### src/logic/xcl_pkg.sv
// Shared constants for the crosspoint configuration loader link.
package xcl_pkg;
  // --------------------------------------------------------------
  // Array geometry
  // --------------------------------------------------------------
  localparam int XCL_ROWS = 16;
  localparam int XCL_COLS = 16;
  localparam int XCL_BITS = 256;
  localparam int XCL_CNT_W = 9;
  localparam logic [XCL_CNT_W-1:0] XCL_LAST_BIT = 9'h0FF;
  // --------------------------------------------------------------
  // Timing
  // --------------------------------------------------------------
  localparam int XCL_SYS_CLK_MHZ = 100;
  // Serial clock divider: half period in system clocks (5 MHz link).
  localparam int XCL_HALF_NS = 100;
  localparam int XCL_HALF_CYC = (XCL_HALF_NS * XCL_SYS_CLK_MHZ + 999) / 1000;
  localparam logic [7:0] XCL_HALF_CNT = 8'(XCL_HALF_CYC - 1);
  // Transfer strobe low width, 65 ns least.
  localparam int XCL_STROBE_NS = 65;
  localparam int XCL_STROBE_CYC =
    (XCL_STROBE_NS * XCL_SYS_CLK_MHZ + 999) / 1000;
  localparam logic [7:0] XCL_STROBE_CNT = 8'(XCL_STROBE_CYC);
  // Word width of the host stream and host FIFO depth.
  localparam int XCL_WORD_W = 16;
  localparam int XCL_FIFO_DEPTH = 8;
  localparam logic [3:0] XCL_WORD_LAST = 4'hF;
endpackage

### src/logic/xcl_link_if.sv
// Serial link between the configuration host and the switch array.
`timescale 1ns/10ps
interface xcl_link_if;
  logic serial_clk;
  logic serial_config_in;
  logic transfer_n;
  logic serial_config_out;
  modport host (
    output serial_clk,
    output serial_config_in,
    output transfer_n,
    input serial_config_out
  );
  modport dev (
    input serial_clk,
    input serial_config_in,
    input transfer_n,
    output serial_config_out
  );
endinterface

### src/logic/xcl_host.sv
// Host end: streams 16-bit row words out as a 256-bit frame.
`timescale 1ns/10ps
module xcl_host import xcl_pkg::*; (
  // Clock and reset
  input wire logic sys_clk,
  input wire logic resetn,
  // Row words, row fifteen first; bit 15 is column fifteen
  input wire logic [XCL_WORD_W-1:0] row_data,
  input wire logic row_valid,
  output logic row_ready,
  // Status
  output logic busy,
  output logic frame_done,
  output logic chain_echo,
  // Link side
  xcl_link_if.host link
);
  // ----------------------------------------------------------------
  // Frame sequencer states
  // ----------------------------------------------------------------
  typedef enum logic [2:0] {
    XCL_IDLE = 3'b000,
    XCL_FETCH = 3'b001,
    XCL_SETUP = 3'b010,
    XCL_HIGH = 3'b011,
    XCL_PAUSE = 3'b100,
    XCL_STROBE = 3'b101
  } xcl_state_e;
  xcl_state_e st_r;
  logic [XCL_WORD_W-1:0] f_data;
  logic f_valid;
  logic f_ready;
  // ----------------------------------------------------------------
  // Row word queue
  // ----------------------------------------------------------------
  xcl_fifo #(.WIDTH(XCL_WORD_W), .DEPTH(XCL_FIFO_DEPTH)) u_fifo (
    .sys_clk(sys_clk),
    .resetn(resetn),
    .in_data(row_data),
    .in_valid(row_valid),
    .in_ready(row_ready),
    .out_data(f_data),
    .out_valid(f_valid),
    .out_ready(f_ready)
  );
  // ----------------------------------------------------------------
  // Half-period timer and decodes
  // ----------------------------------------------------------------
  logic [7:0] div_r;
  logic [XCL_CNT_W-1:0] bit_r;
  logic [XCL_WORD_W-1:0] word_r;
  logic sclk_r;
  logic sdo_r;
  logic tn_r;
  logic done_r;
  logic [1:0] echo_sync_r;
  logic tick;
  logic rise_now;
  logic fall_now;
  logic word_end;
  logic frame_end;
  logic strobe_go;
  logic strobe_end;
  logic take_word;
  assign tick = (div_r == '0);
  assign rise_now = (st_r == XCL_SETUP) && tick;
  assign fall_now = (st_r == XCL_HIGH) && tick;
  assign word_end = (bit_r[3:0] == XCL_WORD_LAST);
  assign frame_end = (bit_r == XCL_LAST_BIT);
  assign strobe_go = (st_r == XCL_PAUSE) && tick;
  assign strobe_end = (st_r == XCL_STROBE) && tick;
  // A word is only taken on a falling tick or on a tick in FETCH, so a dry FIFO
  // merely stretches the low phase; keep it fed at 312.5 kHz or more.
  assign f_ready = tick && ((st_r == XCL_FETCH) ||
                   ((st_r == XCL_HIGH) && word_end && !frame_end));
  assign take_word = f_ready && f_valid;
  always_ff @(posedge sys_clk) begin
    if (!resetn) begin
      div_r <= '0;
    end else if (strobe_go) begin
      div_r <= XCL_STROBE_CNT;
    end else begin
      div_r <= tick ? XCL_HALF_CNT : div_r - 8'h01;
    end
  end
  // ----------------------------------------------------------------
  // Frame sequencer
  // ----------------------------------------------------------------
  // Data changes only on a falling tick or while waiting with the
  // clock low, so it has a full half period of setup and hold.
  always_ff @(posedge sys_clk) begin
    if (!resetn) begin
      st_r <= XCL_IDLE;
    end else begin
      case (st_r)
        XCL_IDLE: begin
          if (f_valid) begin
            st_r <= XCL_FETCH;
          end
        end
        XCL_FETCH: begin
          if (take_word) begin
            st_r <= XCL_SETUP;
          end
        end
        XCL_SETUP: begin
          if (tick) begin
            st_r <= XCL_HIGH;
          end
        end
        XCL_HIGH: begin
          if (tick) begin
            if (frame_end) begin
              st_r <= XCL_PAUSE;
            end else if (word_end && !f_valid) begin
              st_r <= XCL_FETCH;
            end else begin
              st_r <= XCL_SETUP;
            end
          end
        end
        XCL_PAUSE: begin
          if (tick) begin
            st_r <= XCL_STROBE;
          end
        end
        XCL_STROBE: begin
          if (tick) begin
            st_r <= XCL_IDLE;
          end
        end
        default: begin
          st_r <= XCL_IDLE;
        end
      endcase
    end
  end
  always_ff @(posedge sys_clk) begin
    if (!resetn) begin
      bit_r <= '0;
    end else if (st_r == XCL_IDLE) begin
      bit_r <= '0;
    end else if (fall_now) begin
      bit_r <= bit_r + 1'b1;
    end
  end
  // ----------------------------------------------------------------
  // Serial data
  // ----------------------------------------------------------------
  always_ff @(posedge sys_clk) begin
    if (!resetn) begin
      word_r <= '0;
    end else if (take_word) begin
      word_r <= {f_data[XCL_WORD_W-2:0], 1'b0};
    end else if (fall_now) begin
      word_r <= {word_r[XCL_WORD_W-2:0], 1'b0};
    end
  end
  always_ff @(posedge sys_clk) begin
    if (!resetn) begin
      sdo_r <= 1'b0;
    end else if (take_word) begin
      sdo_r <= f_data[XCL_WORD_W-1];
    end else if (fall_now && !word_end) begin
      sdo_r <= word_r[XCL_WORD_W-1];
    end
  end
  // ----------------------------------------------------------------
  // Serial clock and transfer strobe
  // ----------------------------------------------------------------
  always_ff @(posedge sys_clk) begin
    if (!resetn) begin
      sclk_r <= 1'b0;
    end else if (rise_now) begin
      sclk_r <= 1'b1;
    end else if (fall_now) begin
      sclk_r <= 1'b0;
    end
  end
  // The strobe waits a half period after the last fall of the clock.
  always_ff @(posedge sys_clk) begin
    if (!resetn) begin
      tn_r <= 1'b1;
    end else if (strobe_go) begin
      tn_r <= 1'b0;
    end else if (strobe_end) begin
      tn_r <= 1'b1;
    end
  end
  always_ff @(posedge sys_clk) begin
    if (!resetn) begin
      done_r <= 1'b0;
    end else begin
      done_r <= strobe_end;
    end
  end
  // ----------------------------------------------------------------
  // Echo and status
  // ----------------------------------------------------------------
  // Serial out comes from the other end; two flops before use.
  always_ff @(posedge sys_clk) begin
    if (!resetn) begin
      echo_sync_r <= '0;
    end else begin
      echo_sync_r <= {echo_sync_r[0], link.serial_config_out};
    end
  end
  logic busy_r;
  logic echo_r;
  always_ff @(posedge sys_clk) begin
    if (!resetn) begin
      busy_r <= 1'b0;
      echo_r <= 1'b0;
    end else begin
      busy_r <= (st_r != XCL_IDLE);
      echo_r <= echo_sync_r[1];
    end
  end
  assign busy = busy_r;
  assign frame_done = done_r;
  assign chain_echo = echo_r;
  assign link.serial_clk = sclk_r;
  assign link.serial_config_in = sdo_r;
  assign link.transfer_n = tn_r;
endmodule

### src/logic/xcl_fifo.sv
// Synchronous valid/ready FIFO.
`timescale 1ns/10ps
module xcl_fifo #(
  parameter int WIDTH = 16,
  parameter int DEPTH = 8
) (
  // Clock and reset
  input wire logic sys_clk,
  input wire logic resetn,
  // Fill side
  input wire logic [WIDTH-1:0] in_data,
  input wire logic in_valid,
  output logic in_ready,
  // Drain side
  output logic [WIDTH-1:0] out_data,
  output logic out_valid,
  input wire logic out_ready
);
  localparam int AW = $clog2(DEPTH);
  logic [WIDTH-1:0] mem_r [DEPTH];
  logic [AW-1:0] wr_r;
  logic [AW-1:0] rd_r;
  logic [AW:0] cnt_r;
  logic [AW:0] cnt_nxt;
  logic in_ready_r;
  logic push;
  logic pop;
  // Registered so that the fill side sees a flop, not a compare.
  assign in_ready = in_ready_r;
  assign cnt_nxt = cnt_r + (AW+1)'(push) - (AW+1)'(pop);
  assign out_valid = (cnt_r != '0);
  assign out_data = mem_r[rd_r];
  assign push = in_valid & in_ready;
  assign pop = out_valid & out_ready;
  always_ff @(posedge sys_clk) begin
    if (push) begin
      mem_r[wr_r] <= in_data;
    end
  end
  always_ff @(posedge sys_clk) begin
    if (!resetn) begin
      wr_r <= '0;
      rd_r <= '0;
      cnt_r <= '0;
      in_ready_r <= 1'b1;
    end else begin
      if (push) begin
        wr_r <= (wr_r == AW'(DEPTH-1)) ? '0 : wr_r + 1'b1;
      end
      if (pop) begin
        rd_r <= (rd_r == AW'(DEPTH-1)) ? '0 : rd_r + 1'b1;
      end
      cnt_r <= cnt_nxt;
      in_ready_r <= (cnt_nxt != (AW+1)'(DEPTH));
    end
  end
endmodule

### src/flat_wrapper.sv
// flat-port wrapper written by rule: the top's interface ports become plain ports
module xcl_host_flat import xcl_pkg::*;
  (sys_clk, resetn, row_data, row_valid, row_ready, busy, frame_done, chain_echo, link_serial_clk, link_serial_config_in, link_transfer_n, link_serial_config_out);
  xcl_link_if link_i ();
  input wire logic sys_clk;
  input wire logic resetn;
  input wire logic [XCL_WORD_W-1:0] row_data;
  input wire logic row_valid;
  output logic row_ready;
  output logic busy;
  output logic frame_done;
  output logic chain_echo;
  output wire logic [$bits(link_i.serial_clk)-1:0] link_serial_clk;
  output wire logic [$bits(link_i.serial_config_in)-1:0] link_serial_config_in;
  output wire logic [$bits(link_i.transfer_n)-1:0] link_transfer_n;
  input wire logic [$bits(link_i.serial_config_out)-1:0] link_serial_config_out;
  assign link_serial_clk = link_i.serial_clk;
  assign link_serial_config_in = link_i.serial_config_in;
  assign link_transfer_n = link_i.transfer_n;
  assign link_i.serial_config_out = link_serial_config_out;
  xcl_host u_core (.sys_clk(sys_clk), .resetn(resetn), .row_data(row_data), .row_valid(row_valid), .row_ready(row_ready), .busy(busy), .frame_done(frame_done), .chain_echo(chain_echo), .link(link_i));
endmodule
### config.mk
export PLATFORM = sky130hd
export DESIGN_NAME = xcl_host_flat
export DESIGN_NICKNAME = d
export VERILOG_FILES = /design/src/logic/xcl_pkg.sv /design/src/logic/xcl_link_if.sv /design/src/logic/xcl_host.sv /design/src/logic/xcl_fifo.sv /design/src/flat_wrapper.sv
export SDC_FILE = /design/constraint.sdc
export NUM_CORES = 1
export LEC_CHECK = 0
export ABC_CLOCK_PERIOD_IN_PS = 7320
export BUFFER_PORTS_ARGS = -buffer_cell sky130_fd_sc_hd__buf_2
export CORE_MARGIN = 2
export CORE_UTILIZATION = 65
export DETAILED_ROUTE_END_ITERATION = 6
export GPL_TIMING_DRIVEN = 0
export HOLD_SLACK_MARGIN = 0.02
export PLACE_DENSITY = 0.9
export SLEW_MARGIN = 5
export SYNTH_ARGS = -nofsm -noshare
export SYNTH_HDL_FRONTEND = slang
export SYNTH_SLANG_ARGS = --single-unit
### constraint.sdc
create_clock -name sys_clk -period 7.32 [get_ports sys_clk]
set_input_delay 1.464 -clock sys_clk [delete_from_list [all_inputs] [get_ports sys_clk]]
set_output_delay 1.464 -clock sys_clk [all_outputs]
set_load 0.1 [all_outputs]
# Word level (Yosys, flattened, before mapping)
# Memory sizes are Yosys's and may differ from the RTL's. A register that Yosys moved wholly into a read port is not among the register bits.
# Cells that the tools add are included.
[totals] reg_bits=54 ram_bits=128 word_cells=94 mem_count=1
[classes] add_sub_neg=6 n_eq_ne=16 muxes=25 n_bitwise=3 n_reduce_logical=26
[mem_list] name="u_core.u_fifo.mem_r" depth=8 width=16 rd=1 rd_clocked_by_memory_dff=1 write_ports=1 line_no="xcl_fifo.sv:20" text="logic [WIDTH-1:0] mem_r [DEPTH];"
[ops] operator="2-to-1 mux 3 bit" n=12
[ops] operator="2-to-1 mux 16 bit" n=2
[ops] operator="one-hot mux 3 bit (6 select lines)" n=1
[ops] operator="== test 3 bit, second input constant" n=4
[ops] operator="inequality test 2 x 1 -> 1 bit, second input constant" n=6
[ops] operator="logical AND 1 bit" n=10
[ops] operator="adder 9 x 1 -> 9 bit, second input constant" n=1
[ops] operator="== test 9 x 8 -> 1 bit, second input constant" n=1
[ops] operator="zero test 8 bit" n=1
[ops] operator="2-to-1 mux 1 bit" n=8
[ops] operator="nonzero test 2 bit" n=4
[ops] operator="subtractor 8 x 1 -> 8 bit, second input constant" n=1
[ops] operator="adder 3 x 1 -> 3 bit, second input constant" n=2
[ops] operator="== test 3 x 2 -> 1 bit, second input constant" n=2
[ops] operator="AND reduction 6 bit" n=1
[ops] operator="adder 4 x 1 -> 4 bit" n=1
[ops] operator="== test 4 bit, second input constant" n=1
[ops] operator="2-to-1 mux 4 bit" n=1
[ops] operator="inequality test 4 bit, second input constant" n=1
[ops] operator="nonzero test 4 bit" n=1
[ops] operator="OR reduction 2 bit" n=2
[ops] operator="subtractor 4 x 1 -> 4 bit" n=1
[ops] operator="== test 3 x 1 -> 1 bit, second input constant" n=1
[ops] operator="zero test 1 bit" n=3
[ops] operator="7 further kinds" n=8

# Logic depth before layout (Yosys ltp)
# Gate-level depths: netlist (run 1).
[depth] ltp_word=8 depth_mapped=14 depth_no_buf=13

# Modules after synthesis
# Synthesis (run 1) repeated with hierarchy kept, for this count alone.
[hier_totals] hier_cells=499 hier_area_um2=7608.5
[modules_own_cells] mod="xcl_fifo" instances=1 cells_each=265 area_per_inst_um2=5646.7
[modules_own_cells] mod="xcl_host" instances=1 cells_each=234 area_per_inst_um2=1961.9

# Least setup slack after synthesis (run 1)
# Ideal clock, no wire load.
[synth_path] path_kind="input -> register" from="input port row_valid" to="memory u_core.u_fifo.mem_r[0][0], enable pin" setup_ns=0.430 t_arrival_ns=3.352 required_time_ns=6.890 path_slack_ns=3.537 path_stages=3 path_buffers=1 path_cell_list="nand2_1 -> clkbuf_1 -> nor4_1"
[synth_via] elab_chain_cells=3
[synth_lines] element="start, declared" line_no="flat_wrapper.sv:8" text="input wire logic row_valid;"
[synth_lines] element="AND 1 bit" line_no="xcl_fifo.sv:33" text="assign push = in_valid & in_ready;"
[synth_lines] element="2-to-1 mux 1 bit" line_no="xcl_fifo.sv:36" text="if (push) begin"
[synth_lines] element="2-to-1 mux 1 bit (implied by the code)" line_no="xcl_fifo.sv:37" text="mem_r[wr_r] <= in_data;"
[synth_lines] element="end, declared" line_no="xcl_fifo.sv:20"
# Every way passes these cells.

# Worst setup path after layout (run 1)
[layout_path] from="register u_core.bit_r[0]" to="register u_core.u_fifo.in_ready_r, in the netlist u_core.u_fifo.in_ready"
[layout_via] elab_chain_cells=8 elab_cells_between_ends=10 classes_between="add/sub: 1; eq/ne: 3; bitwise: 1; reduce/logical: 5"
[layout_lines] element="start, declared" line_no="xcl_host.sv:50" text="logic [XCL_CNT_W-1:0] bit_r;"
[layout_lines] element="start signal, assigned" line_no="xcl_host.sv:144" text="bit_r <= bit_r + 1'b1;"
[layout_lines] element="== test 9 x 8 -> 1 bit / == test 4 bit (equally long branches)" line_no="xcl_host.sv:69, xcl_host.sv:68"
[layout_lines] element="zero test 1 bit / logical AND 1 bit (equally long branches)" line_no="xcl_host.sv:75" text="((st_r == XCL_HIGH) && word_end && !frame_end));"
[layout_lines] element="logical AND 1 bit *" line_no="xcl_host.sv:75"
[layout_lines] element="logical OR 1 bit *" line_no="xcl_host.sv:74" text="assign f_ready = tick && ((st_r == XCL_FETCH) ||"
[layout_lines] element="logical AND 1 bit *" line_no="xcl_host.sv:74"
[layout_lines] element="AND 1 bit *" line_no="xcl_fifo.sv:34" text="assign pop = out_valid & out_ready;"
[layout_lines] element="subtractor 4 x 1 -> 4 bit *" line_no="xcl_fifo.sv:30" text="assign cnt_nxt = cnt_r + (AW+1)'(push) - (AW+1)'(pop);"
[layout_lines] element="inequality test 4 bit *" line_no="xcl_fifo.sv:54" text="in_ready_r <= (cnt_nxt != (AW+1)'(DEPTH));"
[layout_lines] element="end signal, assigned" line_no="xcl_fifo.sv:54"
[layout_lines] element="end, declared" line_no="xcl_fifo.sv:25" text="logic in_ready_r;"
# Mark *: on every way between the ends. The rest lies on a longest branch, timed or not.
# A chain may end at the register's enable or synchronous reset.

==> reports/metrics.csv, run 1 <==
stage;metric;value;unit
route;ant_nets;0;
place;post-place-ws;3860;ps
synthesis;synth-seq-cells;185;
global_routing;grt_util_met2;45.9;%
power;irDropWorstVdd;0.319;mV
cts;cts_resized;0;
hold_path;worstHoldPathCells;1;
synthesis;synth_ff_type;edfxtp_1;
global_routing;grt_overflow;0;
hold_path;worstHoldStart;u_core.echo_sync_r[1]$_SDFF_PN0_;
cts;cts.clk_slew.worst_paths;60;ps
sta;setup-tns-final;0;ps
worst_setup_path;cp.required;7630;ps
global_routing;gr-usage-met1;32.1;%
synthesis;synth.net_count;515;
synthesis;synth_warnings;0;
worst_setup_path;r2r_cells;14;
power;p_leak;0.00293;µW
global_routing;grt_pass1_vias;4483;
synthesis;synthTopCellsByArea;edfxtp_1 (52%), dfxtp_1 (15%), mux4_2 (9.8%);
power;power_density;315;mW/mm²
cts;htree_levels;4;
synthesis;post-synth-top-count-cell;edfxtp_1;
global_routing;grt_pass1_wl;24000;µm
cells_and_area;num-nets-final;571;
worst_setup_path;rrSetupSlack;3850;ps
power;pwr-share-seq;47.8;%
synthesis;synthArstFlopShare;0;%
cts;ctsLongestPathBuffers;2;
route;drtIter0Drc;334;
worst_setup_path;reg2reg_to;u_core.u_fifo.in_ready$_SDFF_PN1_;
global_routing;use_met3;6.53;%
route;via_per_inst;6.27;
cts;cts_tree;done;
synthesis;synth_cell_types;46;
power;p_int;1880;µW
route;vias;4339;
status;status;complete, no violations;
synthesis;yosys.area.top_type_share;52.0;%
cts;cts_buffers;17;
global_routing;grt_max_degree;18;
worst_setup_path;worstSetupStartpointType;flip-flop;
route;drc;0;
worst_setup_path;cp_cell_sequence;ha_1, nand3_1, nor3_1, ha_1, o21ai_1, nand3_1, clkbuf_1, xor2_1, ha_1, inv_1, fa_1, xnor2_1, nor3b_1, nand2_1;
synthesis;synth_common_cells;edfxtp_1 (128), dfxtp_1 (57), a21oi_1 (34);
synthesis;synth_top_area_cell;edfxtp_1;
route;drtPass1Iterations;6;
worst_setup_path;worstSetupPathType;flip-flop to flip-flop;
hold_path;holdPathEnd;u_core.chain_echo$_SDFF_PN0_;
sta;fin_crit_sh;47.4;%
floorplanning;top_level_ports;27;
place;gp_routability_congestion;0.888;
place;io_buffers;25;
power;p_comb_share;19.3;%
sta;setup-violations-final;0;
route;routedWlPerCell;21.6;µm
route;routed_wirelength;14900;µm
cells_and_area;drive_gt1_share;23.7;%
power;p_sw;772;µW
sta;rsz0062_at_grt;no;
floorplanning;chipHeight;111;µm
sta;setup_slack;3850;ps
cts;ctsHoldBuffers;0;
floorplanning;die_w;111;µm
cts;cts-root-buf;clkbuf_16;
sta;fin_skew;10.5;ps
sta;maxSlewViolCount;0;
synthesis;synth.cell_area;0.00739;mm²
worst_setup_path;crit_slowest_cell;dfxtp_1;
synthesis;netlist_instances;483;
sta;fin_crit;3470;ps
cts;postCtsSetupRepairBufs;0;
worst_setup_path;crit_arrival;3780;ps
synthesis;synth_area_per_cell;15.3;µm²
synthesis;yosysSeqAreaShare;67.5;%
worst_setup_path;crit_buf_inv;2;
floorplanning;die_area;0.0122;mm²
sta;max_slew.worst_pin.slew;968;ps
synthesis;synth-edff-count;128;
worst_setup_path;cp_max_fo;10;
power;switching_share;29.1;%
worst_setup_path;max_stage_delay;400;ps
floorplanning;row_count;38;
floorplanning;initial_core_util;67.3;%
sta;max_freq;288;MHz
run;drv_cap;0;
sta;finalHoldViolations;0;
worst_setup_path;cp_common_cell;ha_1;
cells_and_area;diodes;0;
global_routing;grt-busiest-layer;met2;
global_routing;antenna_found_initial;0;
worst_setup_path;crit_family;adder cells;
worst_setup_path;end_kind;flip-flop;
cells_and_area;areaGrowthSynthToFinish;14.0;%
cts;clk_latency;430;ps
cts;clock_sinks;185;
hold_path;min_path_type;flip-flop to flip-flop;
floorplanning;core_area;0.0110;mm²
global_routing;grt_usage;26.2;%
place;place_hpwl;9920;µm
worst_setup_path;r2r_start;u_core.bit_r[0]$_SDFFE_PP0P_;
sta;relSlewSlack;35.1;%
power;p_clk_share;32.9;%
==> cell usage in the layout, fill, tap and decap left out, drive strengths merged, types with 8 or more instances in the layout <==
master / instances
a21oi: 34
clkbuf: 34
dfxtp: 57
inv: 17
buf: 44
clkinv: 9
mux2i: 18
ha: 11
nor3: 10
mux4: 32
nand2: 18
o21ai: 22
nor2: 27
nand3: 13
and2: 8
edfxtp: 128
mux2: 14
==> flip-flops by register name (all words and copies together), names as in the netlist, 2 cells and up, named ones only <==
name                 flops
u_core.u_fifo.wr_r       3
u_core.div_r             8
u_core.st_r              3
u_core.bit_r             9
u_core.u_fifo.mem_r    128
u_core.u_fifo.rd_r       3
u_core.word_r           15
u_core.echo_sync_r       2
u_core.u_fifo.cnt_r      4
==> metrics by stage <==
step	total power, µW	util [%]	hold WS (ps)	cell area (µm²)	cells
after global placement	1740	70.0	414	7690	648
after detailed placement	1800	71.5	419	7850	660
after global routing	2770	76.7	457	8420	692
after CTS	2660	76.6	434	8420	692
after floorplan	1650	-	412	7390	483
final	2660	76.7	431	8420	692
==> area by class of cell <==
type | instances | area (µm²)
fill | 611 | 2560
timing repair buffer | 37 | 256
inverter | 12 | 45.0
clock inverter | 15 | 140
sequential | 185 | 4980
clock buffer | 17 | 425
tap | 140 | 175
multi-input combinational | 262 | 2290
buffer | 24 | 101
==> power groups by stage <==
stage	Combinational, µW	Clock [µW]	Sequential, µW
5_1_grt	568	926	1280
6_report	512	874	1270
2_1_floorplan	332	0	1320
3_5_place_dp	504	0	1290
3_3_place_gp	458	0	1290
4_1_cts	509	880	1270
==> layer usage <==
layer	part of all wire, %	up-vias
met2	54	146
met1	39	2225
met5	0	-
li1	-	1945
met3	5.7	23
met4	1.5	0
==> kinds of logic after synthesis <==
family / count (synthesis) / share of synthesized area [%]
DFF: 185 / 67.5
and+or+nand+nor: 108 / 7.86
AOI/OAI and AO/OA: 67 / 4.91
muxes: 64 / 14.3
buffers and inverters: 36 / 1.98
adders and majority gates: 12 / 2.13
xor gates and xnor gates: 11 / 1.30
==> worst max path at each step <==
stage	slack, ps	startpoint	cells past startpoint	endpoint
floorplan	3540	row_valid	3	u_core.u_fifo.mem_r[0][0]$_DFFE_PP_
global placement	2060	row_valid	4	u_core.u_fifo.mem_r[0][11]$_DFFE_PP_
detailed placement	3860	row_valid	10	u_core.u_fifo.in_ready$_SDFF_PN1_
CTS	3850	u_core.bit_r[0]$_SDFFE_PP0P_	14	u_core.u_fifo.in_ready$_SDFF_PN1_
global route	3560	u_core.bit_r[0]$_SDFFE_PP0P_	14	u_core.u_fifo.in_ready$_SDFF_PN1_
finish	3850	u_core.bit_r[0]$_SDFFE_PP0P_	14	u_core.u_fifo.in_ready$_SDFF_PN1_
No activity file was read; power rests on OpenSTA's default activity.
==> inputs of run 2 (changes only) <==
--- a/config.mk
+++ b/config.mk
@@ -5,14 +5,15 @@
 export SDC_FILE = /design/constraint.sdc
 export NUM_CORES = 1
 export LEC_CHECK = 0
-export ABC_CLOCK_PERIOD_IN_PS = 7320
+export ABC_AREA = 1
+export ABC_CLOCK_PERIOD_IN_PS = 2900
 export BUFFER_PORTS_ARGS = -buffer_cell sky130_fd_sc_hd__buf_2
 export CORE_MARGIN = 2
-export CORE_UTILIZATION = 65
+export CORE_UTILIZATION = 56
 export DETAILED_ROUTE_END_ITERATION = 6
 export GPL_TIMING_DRIVEN = 0
 export HOLD_SLACK_MARGIN = 0.02
-export PLACE_DENSITY = 0.9
+export PLACE_DENSITY = 0.83
 export SLEW_MARGIN = 5
 export SYNTH_ARGS = -nofsm -noshare
 export SYNTH_HDL_FRONTEND = slang
==> constraint.sdc (replaced) <==
create_clock -name sys_clk -period 2.9 [get_ports sys_clk]
set_input_delay 0.58 -clock sys_clk [delete_from_list [all_inputs] [get_ports sys_clk]]
set_output_delay 0.58 -clock sys_clk [all_outputs]
set_load 0.1 [all_outputs]
==> reports/metrics.csv, run 2 <==
stage;metric;value;unit;change
synthesis;yosys.area.top_type_share;48.1;%;-4.0 points
cells_and_area;largest_registers;u_core.u_fifo.mem_r: 128 flops, u_core.word_r: 15 flops, u_core.bit_r: 9 flops;;
worst_setup_path;crit_family;adder cells;;
global_routing;grt_usage;24.5;%;-1.7 points
worst_setup_path;crit_buf_inv;3;;+1
synthesis;synth-seq-cells;185;;unchanged
global_routing;use_met3;5.07;%;-1.5 points
synthesis;synth_warnings;0;;unchanged
hold_path;worstHoldPathCells;3;;+2
worst_setup_path;worstSetupStartpointType;flip-flop;;
cts;clk_latency;440;ps;about the same
cells_and_area;final_cell_mix;nand2_1 (306), edfxtp_1 (128), nand3_1 (89);;
worst_setup_path;max_stage_delay;390;ps;about the same
global_routing;grt_overflow;0;;unchanged
synthesis;synthArstFlopShare;0;%;unchanged
synthesis;synth_area_per_cell;9.54;µm²;-38%
worst_setup_path;crit_arrival;2980;ps;-800 ps
global_routing;grt_pass1_wl;28000;µm;+17%
cells_and_area;instances_no_fill;1089;;+57%
cts;cts_tree;done;;
synthesis;synthTopCellsByArea;edfxtp_1 (48%), nand2_1 (14%), dfxtp_1 (14%);;
global_routing;grt_max_degree;19;;+1
cells_and_area;final_common_cell;nand2_1;;
route;drtIter0Drc;534;;+60%
worst_setup_path;worstSetupPathType;flip-flop to flip-flop;;
status;status;complete, no violations;;
floorplanning;row_count;43;;+13%
worst_setup_path;rrSetupSlack;230;ps;-3620 ps
worst_setup_path;reg2reg_to;u_core.u_fifo.in_ready$_SDFF_PN1_;;
route;vias;5970;;+38%
place;io_buffers;26;;+4.0%
sta;fin_skew;11.5;ps;+0.956 ps
route;via_per_inst;5.48;;-13%
synthesis;synth-edff-count;128;;unchanged
floorplanning;die_area;0.0153;mm²;+25%
cts;cts_buffers;17;;unchanged
hold_path;worstHoldStart;link_serial_config_out;;
synthesis;synth.net_count;870;;+69%
synthesis;post-synth-top-count-cell;nand2_1;;
synthesis;yosysSeqAreaShare;62.3;%;-5.1 points
route;drtPass1Iterations;5;;-1
sta;setup-violations-final;0;;unchanged
worst_setup_path;r2r_start;u_core.bit_r[0]$_SDFFE_PP0P_;;
sta;max_slew.worst_pin.slew;743;ps;-225 ps
sta;fin_crit_sh;92.0;%;+45 points
floorplanning;core_area;0.0139;mm²;+27%
cts;ctsLongestPathBuffers;2;;unchanged
power;p_leak;0.00367;µW;+25%
sta;fin_crit;2670;ps;-802 ps
sta;maxSlewViolCount;0;;unchanged
floorplanning;top_level_ports;27;;unchanged
cts;cts.clk_slew.worst_paths;70;ps;about the same
cells_and_area;drive_gt1_share;14.4;%;-9.3 points
route;ant_nets;0;;unchanged
cts;cts-root-buf;clkbuf_16;;
cells_and_area;fillers;1021;;+67%
synthesis;synth_top_area_cell;edfxtp_1;;
route;routedWlPerCell;16.1;µm;-25%
place;place_hpwl;11300;µm;+14%
run;drv_cap;0;;unchanged
worst_setup_path;cp_max_fo;10;;unchanged
cells_and_area;largest_reg_flops;128;;unchanged
floorplanning;initial_core_util;57.4;%;-9.9 points
cells_and_area;regMostFlops;u_core.u_fifo.mem_r;;
hold_path;holdPathEnd;u_core.echo_sync_r[0]$_SDFF_PN0_;;
global_routing;grt-busiest-layer;met2;;
synthesis;netlist_instances;838;;+73%
worst_setup_path;cp_cell_sequence;ha_2, nand4_1, nor3_2, ha_1, inv_1, nand3_2, nand2_2, nand2_4, buf_6, nand2_1, nand2_1, ha_1, inv_1, fa_1, xor2_2, nand4_1;;
cts;ctsHoldBuffers;0;;unchanged
worst_setup_path;r2r_cells;16;;+2
synthesis;synth_cell_types;35;;-24%
worst_setup_path;end_kind;flip-flop;;
worst_setup_path;crit_slowest_cell;fa_1;;
sta;relSlewSlack;50.4;%;+15 points
cells_and_area;num-nets-final;928;;+63%
route;routed_wirelength;17600;µm;+18%
floorplanning;chipHeight;123;µm;+12%
synthesis;synth_common_cells;nand2_1 (307), edfxtp_1 (128), nand3_1 (89);;
route;drc;0;;unchanged
synthesis;synth.cell_area;0.00800;mm²;+8.2%
cts;clock_sinks;185;;unchanged
worst_setup_path;cp.required;3210;ps;-4420 ps
power;power_density;791;mW/mm²;+150%
sta;finalHoldViolations;0;;unchanged
cells_and_area;areaGrowthSynthToFinish;13.9;%;
synthesis;synth_ff_type;edfxtp_1;;
global_routing;antenna_found_initial;1;;+1
global_routing;gr-usage-met1;30.2;%;-1.9 points
cells_and_area;final_core_util;65.3;%;-11 points
sta;max_freq;375;MHz;+30%
global_routing;grt_pass1_vias;5747;;+28%
place;gp_routability_congestion;0.863;;-2.9%
global_routing;grt_util_met2;40.9;%;-5.1 points
power;irDropWorstVdd;0.478;mV;+50%
cts;htree_levels;4;;unchanged
place;dp_cells;1052;;+59%
floorplanning;die_w;123;µm;+12%
hold_path;min_path_type;input pin to flip-flop;;
-- run 2: cell families after synthesis --
group	count (synthesis)	share of synthesized area, %
AO/OA/AOI/OAI	61	4.51
flip-flops	185	62.3
adder cells (fa/ha/maj)	12	1.97
XOR/XNOR	7	0.767
AND/OR/NAND/NOR	470	24.8
buffers and inverters	103	5.63
-- run 2: report_power, final --
group	internal [µW]	total (µW)	switching (µW)
registers	3080	3200	122
logic	543	1790	1250
clock network	1140	2210	1070
-- run 2: timing repair --
item / in CTS / in global routing
endpoints found under the setup margin: 0 / 3
setup buffers: 0 / 5
gates resized for setup: 0 / 9
-- run 2: worst max path at each step --
stage	end	from	cells after the start
2_1_floorplan	u_core.u_fifo.mem_r[1][0]$_DFFE_PP_	u_core.u_fifo.in_ready$_SDFF_PN1_	4
3_3_place_gp	u_core.u_fifo.mem_r[4][13]$_DFFE_PP_	row_valid	5
3_5_place_dp	u_core.u_fifo.in_ready$_SDFF_PN1_	u_core.bit_r[1]$_SDFFE_PP0P_	16
4_1_cts	u_core.u_fifo.in_ready$_SDFF_PN1_	u_core.bit_r[1]$_SDFFE_PP0P_	16
5_1_grt	u_core.u_fifo.in_ready$_SDFF_PN1_	u_core.bit_r[0]$_SDFFE_PP0P_	16
6_report	u_core.u_fifo.in_ready$_SDFF_PN1_	u_core.bit_r[0]$_SDFFE_PP0P_	16
-- run 2: worst register-to-register path: stages (launching register included) --
cell and delay (ps):
dfxtp_2 340, ha_2 200, nand4_1 130, nor3_2 190, ha_1 170, inv_1 70, nand3_2 120, nand2_2 80
nand2_4 100, buf_6 150, nand2_1 50, nand2_1 60, ha_1 160, inv_1 60, fa_1 390, xor2_2 160
nand4_1 100
-- run 2: per-layer routing --
layer	part of all wire, %	vias to the layer above	routed length (µm)
met5	0	-	0
met3	8.0	57	1410
met2	48	280	8410
met1	41	2756	7180
met4	3.3	0	579
li1	-	2877	-
-- run 2: area by class of cell --
| class | instances | area (µm²) | share of cell area [%] |
|---|---|---|---|
| diodes | 1 | 2.50 | 0.0275 |
| plain buffers | 33 | 188 | 2.06 |
| clock buffers | 18 | 429 | 4.71 |
| clock inverters | 13 | 131 | 1.44 |
| inverters | 70 | 263 | 2.89 |
| multi-input cells | 550 | 2600 | 28.6 |
| flip-flops and latches | 185 | 4990 | 54.8 |
| well taps | 180 | 225 | 2.47 |
| repair buffers | 39 | 277 | 3.04 |
-- run 2: stage by stage --
stage	power (µW)	hold slack, ps	instance area [µm²]	worst slack [ps]	TNS (ps)
after floorplan	4530	390	8000	344	0
after global placement	4910	392	8350	108	0
after detailed placement	4990	399	8480	65.4	0
after CTS	7170	323	9040	48.4	0
after global routing	7540	354	9100	-6.92	-6.92
final	7200	336	9110	231	0
